## config.mk

```make
export PLATFORM = sky130hd
export DESIGN_NAME = adcsq_top
export DESIGN_NICKNAME = d
export VERILOG_FILES = /design/src/hw/adcsq_unused_placeholder_none.sv /design/src/hw/adcsq_pkg.sv /design/src/hw/adcsq_top.sv
export SDC_FILE = /design/constraint.sdc
export NUM_CORES = 1
export LEC_CHECK = 0
export ABC_CLOCK_PERIOD_IN_PS = 1800
export BUFFER_PORTS_ARGS = -buffer_cell sky130_fd_sc_hd__buf_2
export CAP_MARGIN = 40
export CORE_MARGIN = 2
export CORE_UTILIZATION = 35
export CTS_BUF_LIST = sky130_fd_sc_hd__clkbuf_4
export DETAILED_ROUTE_END_ITERATION = 10
export PLACE_DENSITY = 0.6
export SETUP_SLACK_MARGIN = 0.02
export SKIP_LAST_GASP = 1
export SLEW_MARGIN = 20
export SYNTH_ARGS = -nofsm -noshare
export SYNTH_HDL_FRONTEND = slang
export SYNTH_SLANG_ARGS = --single-unit
```

## constraint.sdc

```tcl
create_clock -name clk -period 1.8 [get_ports clk]
set_input_delay 0.09 -clock clk [delete_from_list [all_inputs] [get_ports clk]]
set_output_delay 0.09 -clock clk [all_outputs]
set_load 0.01 [all_outputs]
```

## src/hw/adcsq_unused_placeholder_none.sv

```systemverilog
// intentionally no further logic; sequencing control lives in adcsq_top
`default_nettype none
`default_nettype wire

```

## src/hw/adcsq_pkg.sv

```systemverilog
// constants, register map and carrier types of the conversion sequencing control
`default_nettype none
package adcsq_pkg;
    // printed register indices; byte address is four times the index
    localparam logic [7:0] IDX_RES_LOW  = 8'h20;
    localparam logic [7:0] IDX_RES_HIGH = 8'h21;
    localparam logic [7:0] IDX_CONTROL  = 8'h22;
    localparam logic [7:0] IDX_CLK_SEL  = 8'h23;
    localparam logic [7:0] IDX_IRQ_STAT = 8'h24;
    localparam logic [7:0] IDX_IRQ_MASK = 8'h25;
    localparam int         ADDR_SHIFT   = 2;

    // control byte fields
    localparam int CTL_START_BIT = 7;
    localparam int CTL_EOC_BIT   = 6;
    localparam int CTL_PCFG_LSB  = 3;
    localparam int CTL_CHAN_LSB  = 0;

    // clock select byte fields
    localparam int         CSEL_TEST_BIT = 7;
    localparam logic [1:0] CSEL_DIV2     = 2'h0;
    localparam logic [1:0] CSEL_DIV8     = 2'h1;
    localparam logic [1:0] CSEL_DIV32    = 2'h2;

    // conversion clock divisors, as terminal counts
    localparam logic [4:0] DIV2_LAST  = 5'h01;
    localparam logic [4:0] DIV8_LAST  = 5'h07;
    localparam logic [4:0] DIV32_LAST = 5'h1F;

    // conversion length in conversion clock periods
    localparam int CONV_PERIODS = 76;
    localparam int RES_BITS     = 9;

    // reset values
    localparam logic [7:0] CONTROL_RST = 8'h00;
    localparam logic [1:0] CLKSEL_RST  = 2'h0;
    localparam logic       EOC_N_RST   = 1'b1;

    // sequencer states, one-hot
    typedef enum logic [2:0] {
        ADCSQ_IDLE  = 3'b001,
        ADCSQ_ARMED = 3'b010,
        ADCSQ_CONV  = 3'b100
    } adcsq_state_t;

    // quantised codes from the analog front end, one per input
    typedef struct packed {
        logic [8:0] in3;
        logic [8:0] in2;
        logic [8:0] in1;
        logic [8:0] in0;
    } adcsq_samples_t;
endpackage : adcsq_pkg
`default_nettype wire

```

## src/hw/adcsq_top.sv

```systemverilog
// sequencing control of the four-input conversion unit with APB register access
// Summary of operation
// - result low and high bytes are read-only and writes to them are ignored.
// - a rising start bit resets the converter and sets the done flag (active low) to 1.
// - completion clears the done flag and interrupts only when that source is enabled.
// - completion sets the converter interrupt request flag.
// - the done flag reads in control bit 6, with 0 meaning the conversion has ended.
// - control bits 2..0 pick input 0..3; codes with bit 2 set are not to be used.
// - control bits 5..3 set how many port-B lines are analog; 000 powers the unit off.
// - each analog line loses digital I/O and pull-high, and any analog line powers up.
// - clock-select bits 1..0 give system clock divided by 2, 8 or 32.
// - clock-select bits 6..2 read as 0 and bit 7 is a test bit.
// - result bit 0 sits in low-byte bit 7 and bits 8..1 fill the high byte.
// - a conversion lasts 76 conversion clock periods.
`default_nettype none
module adcsq_top #(
    parameter int CONV_LEN = adcsq_pkg::CONV_PERIODS
) (
    input  wire logic                     clk,
    input  wire logic                     rstn,
    input  wire logic                     psel,
    input  wire logic                     penable,
    input  wire logic                     pwrite,
    input  wire logic [7:0]               paddr,
    input  wire logic [31:0]              pwdata,
    input  wire logic [3:0]               pstrb,
    output logic [31:0]                   prdata,
    output logic                          pready,
    output logic                          pslverr,
    input  wire adcsq_pkg::adcsq_samples_t samples,
    output logic [3:0]                    port_b_analog,
    output logic                          conv_power_on,
    output logic [1:0]                    conv_channel,
    output logic                          irq
);
    // lengths beyond the 7-bit period counter cannot be served
    if (CONV_LEN < 2 || CONV_LEN > 127) begin : g_len_check
        $error("CONV_LEN out of range");
    end

    localparam logic [6:0] CONV_LAST = 7'(CONV_LEN - 1);

    // reset release through two flops
    logic rst_s1_r;
    logic rst_n_r;
    always_ff @(posedge clk or negedge rstn) begin
        if (!rstn) begin
            rst_s1_r <= 1'b0;
            rst_n_r  <= 1'b0;
        end else begin
            rst_s1_r <= 1'b1;
            rst_n_r  <= rst_s1_r;
        end
    end

    function automatic logic [3:0] pcfg_mask(input logic [2:0] cfg);
        logic [3:0] m;
        m = 4'h0;
        unique case (cfg)
            3'h0:    m = 4'h0;
            3'h1:    m = 4'h1;
            3'h2:    m = 4'h3;
            3'h3:    m = 4'h7;
            default: m = 4'hF;
        endcase
        return m;
    endfunction : pcfg_mask

    // registers
    logic [7:0]             ctrl_r;
    logic                   eoc_n_r;
    logic [1:0]             clksel_r;
    logic                   test_r;
    logic [8:0]             result_r;
    logic                   irq_stat_r;
    logic                   irq_mask_r;
    logic [31:0]            prdata_r;
    adcsq_pkg::adcsq_state_t state_r;
    adcsq_pkg::adcsq_state_t state_nxt;
    logic [1:0]             chan_r;
    logic [4:0]             div_r;
    logic [6:0]             tad_cnt_r;

    // bus decode
    wire       setup    = psel & ~penable;
    wire       wr_acc   = psel & penable & pwrite & pstrb[0];
    wire [7:0] idx      = paddr >> adcsq_pkg::ADDR_SHIFT;
    wire       aligned  = (paddr[1:0] == 2'h0);
    wire       sel_rl   = aligned & (idx == adcsq_pkg::IDX_RES_LOW);
    wire       sel_rh   = aligned & (idx == adcsq_pkg::IDX_RES_HIGH);
    wire       sel_ctl  = aligned & (idx == adcsq_pkg::IDX_CONTROL);
    wire       sel_csel = aligned & (idx == adcsq_pkg::IDX_CLK_SEL);
    wire       sel_stat = aligned & (idx == adcsq_pkg::IDX_IRQ_STAT);
    wire       sel_mask = aligned & (idx == adcsq_pkg::IDX_IRQ_MASK);
    wire       mapped   = sel_rl | sel_rh | sel_ctl | sel_csel | sel_stat | sel_mask;
    wire       wr_ctl   = wr_acc & sel_ctl;
    wire       wr_csel  = wr_acc & sel_csel;
    wire       wr_stat  = wr_acc & sel_stat;
    wire       wr_mask  = wr_acc & sel_mask;

    assign pready  = psel & penable;
    assign pslverr = psel & penable & ~mapped;
    assign prdata  = prdata_r;

    // start edges seen through software writes
    wire start_old  = ctrl_r[adcsq_pkg::CTL_START_BIT];
    wire start_rise = wr_ctl & pwdata[adcsq_pkg::CTL_START_BIT] & ~start_old;
    wire start_fall = wr_ctl & ~pwdata[adcsq_pkg::CTL_START_BIT] & start_old;

    // conversion clock enable
    wire [4:0] div_last = (clksel_r == adcsq_pkg::CSEL_DIV2) ? adcsq_pkg::DIV2_LAST :
                          (clksel_r == adcsq_pkg::CSEL_DIV8) ? adcsq_pkg::DIV8_LAST :
                                                               adcsq_pkg::DIV32_LAST;
    wire       tad_en   = (state_r == adcsq_pkg::ADCSQ_CONV) & (div_r == div_last);
    wire       conv_done = tad_en & (tad_cnt_r == CONV_LAST);

    // watch counter for the conversion length; a clock-select write in mid-run
    // stretches or cuts short the running period, so such a run is left out of the length check
    logic [11:0] conv_cyc_r;
    logic        csel_moved_r;
    wire  [11:0] conv_cyc_exp = 12'(CONV_LEN * (int'(div_last) + 1) - 1);
    always_ff @(posedge clk or negedge rst_n_r) begin
        if (!rst_n_r) begin
            conv_cyc_r   <= 12'h000;
            csel_moved_r <= 1'b0;
        end else if (state_r != adcsq_pkg::ADCSQ_CONV || start_rise) begin
            conv_cyc_r   <= 12'h000;
            csel_moved_r <= 1'b0;
        end else begin
            conv_cyc_r   <= conv_cyc_r + 12'h001;
            csel_moved_r <= csel_moved_r | wr_csel;
        end
    end

    always_comb begin
        state_nxt = state_r;
        unique case (state_r)
            adcsq_pkg::ADCSQ_IDLE:  if (start_rise) state_nxt = adcsq_pkg::ADCSQ_ARMED;
            adcsq_pkg::ADCSQ_ARMED: if (start_fall) state_nxt = adcsq_pkg::ADCSQ_CONV;
            adcsq_pkg::ADCSQ_CONV: begin
                if (start_rise) begin
                    state_nxt = adcsq_pkg::ADCSQ_ARMED;
                end else if (conv_done) begin
                    state_nxt = adcsq_pkg::ADCSQ_IDLE;
                end
            end
            default: state_nxt = adcsq_pkg::ADCSQ_IDLE;
        endcase
    end

    wire [1:0] chan_sel = ctrl_r[adcsq_pkg::CTL_CHAN_LSB +: 2];
    wire [8:0] sample_pick = (chan_r == 2'h0) ? samples.in0 :
                             (chan_r == 2'h1) ? samples.in1 :
                             (chan_r == 2'h2) ? samples.in2 : samples.in3;

    wire [3:0] analog_mask = pcfg_mask(ctrl_r[adcsq_pkg::CTL_PCFG_LSB +: 3]);

    // read mux; result alignment, unused bits zero, done flag position
    wire [7:0] rd_byte = sel_rl   ? {result_r[0], 7'h00} :
                         sel_rh   ? result_r[8:1] :
                         sel_ctl  ? {ctrl_r[7], eoc_n_r, ctrl_r[5:0]} :
                         sel_csel ? {test_r, 5'h00, clksel_r} :
                         sel_stat ? {7'h00, irq_stat_r} :
                         sel_mask ? {7'h00, irq_mask_r} : 8'h00;

    always_ff @(posedge clk or negedge rst_n_r) begin
        if (!rst_n_r) begin
            prdata_r <= 32'h0000_0000;
        end else if (setup & ~pwrite) begin
            prdata_r <= {24'h00_0000, rd_byte};
        end
    end

    // writes only reach the writable bytes; bit 6 of control is status only
    always_ff @(posedge clk or negedge rst_n_r) begin
        if (!rst_n_r) begin
            ctrl_r     <= adcsq_pkg::CONTROL_RST;
            clksel_r   <= adcsq_pkg::CLKSEL_RST;
            test_r     <= 1'b0;
            irq_mask_r <= 1'b0;
        end else begin
            if (wr_ctl) ctrl_r <= {pwdata[7], 1'b0, pwdata[5:0]};
            if (wr_csel) clksel_r <= pwdata[1:0];
            if (wr_csel) test_r <= pwdata[adcsq_pkg::CSEL_TEST_BIT];
            if (wr_mask) irq_mask_r <= pwdata[0];
        end
    end

    // done flag: set on rising start, cleared on completion
    always_ff @(posedge clk or negedge rst_n_r) begin
        if (!rst_n_r) begin
            eoc_n_r <= adcsq_pkg::EOC_N_RST;
        end else if (start_rise) begin
            eoc_n_r <= 1'b1;
        end else if (conv_done) begin
            eoc_n_r <= 1'b0;
        end
    end

    always_ff @(posedge clk or negedge rst_n_r) begin
        if (!rst_n_r) begin
            state_r   <= adcsq_pkg::ADCSQ_IDLE;
            div_r     <= 5'h00;
            tad_cnt_r <= 7'h00;
            chan_r    <= 2'h0;
        end else begin
            state_r <= state_nxt;
            if (state_r != adcsq_pkg::ADCSQ_CONV || start_rise || tad_en) begin
                div_r <= 5'h00;
            end else begin
                div_r <= div_r + 5'h01;
            end
            if (state_r != adcsq_pkg::ADCSQ_CONV || start_rise) begin
                tad_cnt_r <= 7'h00;
            end else if (tad_en) begin
                tad_cnt_r <= tad_cnt_r + 7'h01;
            end
            if (state_r == adcsq_pkg::ADCSQ_ARMED && start_fall) chan_r <= chan_sel;
        end
    end

    always_ff @(posedge clk or negedge rst_n_r) begin
        if (!rst_n_r) begin
            result_r <= 9'h000;
        end else if (conv_done && !start_rise) begin
            result_r <= sample_pick;
        end
    end

    // sticky request, write one to clear, a new event wins
    always_ff @(posedge clk or negedge rst_n_r) begin
        if (!rst_n_r) begin
            irq_stat_r <= 1'b0;
        end else begin
            irq_stat_r <= (irq_stat_r & ~(wr_stat & pwdata[0])) | (conv_done & ~start_rise);
        end
    end

    assign irq = irq_stat_r & irq_mask_r;
    // analog lines drop digital I/O and pull-high; any analog line powers up
    assign port_b_analog = analog_mask;
    assign conv_power_on = |analog_mask;
    assign conv_channel  = chan_r;

    // checks
    ro_write_a: assert property (@(posedge clk) disable iff (!rst_n_r)
        (wr_acc & (sel_rl | sel_rh) & ~conv_done) |=> $stable(result_r))
        else $error("result changed by a write");
    start_set_a: assert property (@(posedge clk) disable iff (!rst_n_r)
        start_rise |=> (eoc_n_r && state_r == adcsq_pkg::ADCSQ_ARMED))
        else $error("rising start did not arm and set flag");
    done_flag_a: assert property (@(posedge clk) disable iff (!rst_n_r)
        (conv_done & ~start_rise) |=> (!eoc_n_r && state_r == adcsq_pkg::ADCSQ_IDLE))
        else $error("done flag not cleared at completion");
    irq_set_a: assert property (@(posedge clk) disable iff (!rst_n_r)
        (conv_done & ~start_rise) |=> irq_stat_r)
        else $error("request flag not set");
    irq_gate_a: assert property (@(posedge clk) disable iff (!rst_n_r)
        irq == (irq_stat_r && irq_mask_r))
        else $error("interrupt output not gated by enable");
    chan_pick_a: assert property (@(posedge clk) disable iff (!rst_n_r)
        (conv_done & ~start_rise) |=> result_r == $past(sample_pick))
        else $error("result not from selected input");
    power_off_a: assert property (@(posedge clk) disable iff (!rst_n_r)
        (ctrl_r[5:3] == 3'h0) |-> (!conv_power_on && port_b_analog == 4'h0))
        else $error("unit powered with all lines digital");
    div2_rate_a: assert property (@(posedge clk) disable iff (!rst_n_r)
        (state_r == adcsq_pkg::ADCSQ_CONV && $past(state_r) == adcsq_pkg::ADCSQ_CONV &&
         clksel_r == adcsq_pkg::CSEL_DIV2 && !csel_moved_r) |-> tad_en != $past(tad_en))
        else $error("divide-by-2 clock wrong");
    csel_zero_a: assert property (@(posedge clk) disable iff (!rst_n_r)
        (setup & ~pwrite & sel_csel) |=> prdata_r[6:2] == 5'h00)
        else $error("unused clock-select bits not zero");
    low_align_a: assert property (@(posedge clk) disable iff (!rst_n_r)
        (setup & ~pwrite & sel_rl) |=>
            (prdata_r[6:0] == 7'h00 && prdata_r[7] == $past(result_r[0])))
        else $error("low result byte misaligned");
    conv_len_a: assert property (@(posedge clk) disable iff (!rst_n_r)
        (conv_done && !csel_moved_r) |-> conv_cyc_r == conv_cyc_exp)
        else $error("conversion length wrong");
    abort_a: assert property (@(posedge clk) disable iff (!rst_n_r)
        (state_r == adcsq_pkg::ADCSQ_CONV && start_rise) |=> (tad_cnt_r == 7'h00 && eoc_n_r))
        else $error("restart did not abort");
    high_align_a: assert property (@(posedge clk) disable iff (!rst_n_r)
        (setup & ~pwrite & sel_rh) |=> prdata_r[7:0] == $past(result_r[8:1]))
        else $error("high result byte misaligned");
    irq_clear_a: assert property (@(posedge clk) disable iff (!rst_n_r)
        (wr_stat && pwdata[0] && !conv_done) |=> !irq_stat_r)
        else $error("request flag not cleared by write");
endmodule : adcsq_top
`default_nettype wire

```

==> run metrics <==
Hold Crit Start=pwdata[7]; most common cell after layout, fill and taps aside=buf_2; routability cong.=0.767; Vias=~2400; DP Area=around 3500 µm²; number of max-cap violations=0; crit path kind=flop to flop; RSZ-0062 raised after global routing=true; port bufs=74; Core Area=just over 8000 µm²; CP Launch Point=div_r[4]; Via-to-Cell Ratio=5.04; Final HPWL DP=between 4 and 5 mm; PD cells=slightly below 500 nW/µm²; DRC Markers=0; f_max=between 500 and 600 MHz; Max VDD drop=between 0.3 and 0.4 mV; CP delay by family, top=simple AND/OR/NAND/NOR gates; initial drt markers=72; Relative slew margins=65.7%; CTS Buf Count=5; Syn Inst Count=between 200 and 300; Pre-antenna DRT Iters=4; number of synthesized flops with an enable pin=0; Combinational Power Share=a little over a tenth; Clk Latency, worst-skew pair=a little under 0.4 ns; critical path arrival=2.18 ns; Final Critical Period=approximately 1.8 ns; sequential power share=between 50% and 60%; final setup fails=1; Hold Vio Cnt, Final=0; initial antenna violation count=0; clock sinks=between 40 and 50; dpl ws=-0.0444 ns; failing checks=setup timing; initial cell density of the core=35.8%; Yosys Warn Count=0; PnR worst setup slack=-0.0409 ns; ant diodes=0; pin count of the biggest net entering global routing=27; Area growth syn-to-layout=29.2%; outcome=complete, but fails checks; Netlist Area Pre-Place=between 2000 and 3000 µm²; Psw=between 500 and 600 µW; die width=95.2 µm; CP endpoint kind=flop; Die Y=between 90 and 100 µm; Routed WL per cell=between 10 and 15 µm; Avg Synthesized Cell Area=around 11 µm²; worst path cell trace=or3_4 -> o21a_4 -> buf_6 -> or4_4 -> a21oi_2; main flop type after synthesis=dfrtp_1; CP max-delay cell=or4_4; Slew @ Worst Pin=between 0.5 and 0.6 ns; CP Max Fanout=7; TritonCTS clock tree=done; fin area=roughly 3800 µm²; Clock Power Share=between 20% and 30%; buffers plus inverters on the worst setup path=1; Net Sw Frac=26.8%; routed wire length=6.66 mm; Clk pin slew, worst setup/hold paths=~0.16 ns; total gr overflow=0; Max Buffers Root-to-Sink=2; synthesized flop and latch total=49; commonest non-fill, non-tap cells in the layout=buf_2, dfrtp_1, buf_4; fin nets=between 400 and 500; global-route wire length before repair=around 10 mm; Root Driver=clkbuf_4; ANT nets after route=0; I/O pins=127; P_int=about 1400 µW; FP Rows=33; clk_skew=~0.019 ns; share of cells above drive strength 1=a little under half; HP Class=primary input to flop; P_leak=0.00186 µW; Critical R2R Launch=div_r[4]; Async SR Flop Fraction=between 90% and 100%; Tcrit/Tclk final=102%; Max Transition Viols Final=0; vias in the first global route=about 2100; CP Data Required Time=roughly 2.1 ns; nature of the critical path startpoint=flop; sequential fraction of the synthesis area=between 40 and 50%; H-tree depth=2; Yosys cell types=between 50 and 60; GRT Util Overall=14.8%; crit-path max cell delay=0.48 ns; full die area=approximately 9100 µm²
==> cell type report <==
class                      instances  area (µm²)
sequential                        49        1230
tap                              105         131
clock buffer                       5        37.5
multi-input combinational        190        1560
clock inverter                     3        25.0
timing repair buffer             120         764
fill                             779        4370
inverter                           4        15.0
==> power by group through the flow <==
stage / registers, µW / logic, µW / clock network (µW)
after floorplan: 1140 / 124 / 0
after global placement: 1140 / 184 / 0
after detailed placement: 1140 / 186 / 0
after CTS: 1120 / 200 / 570
after global routing: 1120 / 227 / 619
final: 1120 / 200 / 551
==> state kept, by name (all words and copies together), names as in the netlist <==
signal	flops
irq_mask_r	1
state_r	3
conv_channel	2
result_r	9
clksel_r	2
eoc_n_r	1
rst_n_r	1
div_r	5
ctrl_r	7
prdata	8
rst_s1_r	1
tad_cnt_r	7
irq_stat_r	1
test_r	1
==> cells in the mapped netlist (4+ instances only) <==
library cell	number	area (µm²)
a21oi_1	10	50.1
a22o_1	4	35.0
a22oi_1	5	37.5
buf_4	24	180
clkbuf_1	9	33.8
dfrtp_1	47	1180
inv_1	4	15.0
mux2_2	19	214
mux4_2	10	225
nand2_1	16	60.1
nand3_1	5	25.0
nand4_1	5	31.3
nor2_1	8	30.0
nor3_1	4	20.0
o21ai_0	6	30.0
o31ai_1	9	67.6
or3_1	4	25.0
or4_1	4	30.0
==> what timing repair did <==
action / CTS / global route
buffers inserted: 1 / 5
gates resized for setup: 4 / 14
hold endpoints to repair: 11 / 0
pin swaps: 1 / 8
gates cloned: 0 / 0
endpoints found under the setup margin: 18 / 22
hold buffers: 8 / 0
==> routing by layer <==
layer	track usage (%)	share of wire [%]	routed length (µm)
met5	0	0	0
met4	3.99	1.1	73
met3	2.45	4.9	325
met2	23.5	49	3270
met1	21.1	45	2980
==> tightest hold or removal path, stage by stage <==
cell,delay (ns)
buf_2,0.16
o21ai_0,0.10
o21ai_0,0.06
==> through the flow <==
step	hold slack [ns]	utilization [%]	std cells	setup TNS, ns	total power [µW]
2_1_floorplan	-0.206	-	282	0	1270
3_3_place_gp	-0.122	43.2	454	-0.122	1320
3_5_place_dp	-0.122	43.2	454	-0.271	1330
4_1_cts	0.0539	45.3	471	0	1890
5_1_grt	0.0722	46.3	476	-0.235	1970
6_report	0.0561	46.3	476	-0.0409	1870
==> logic make-up after synthesis <==
kind of cell             Yosys count  synth area share (%)
AO/OA/AOI/OAI                     50                  12.0
XOR/XNOR                           4                  1.20
adder cells (fa/ha/maj)            2                 0.859
buffers and inverters             43                  9.19
flip-flops                        49                  42.2
multiplexers                      35                  17.3
other                              2                 0.258
AND/OR/NAND/NOR                   74                  17.0
==> worst paths after layout <==
path                       cells after the start  slack (ns)      endpoint
setup / recovery                               5       -0.04  tad_cnt_r[2]
hold / removal                                 3        0.06    state_r[1]
setup reg to reg                               5       -0.04  tad_cnt_r[2]
hold reg to reg                                0        0.23  tad_cnt_r[0]
max in group asynchronous                      1        1.05   result_r[0]
min in group asynchronous                      0        0.23  tad_cnt_r[0]
Power figures use the tool's default switching activity.
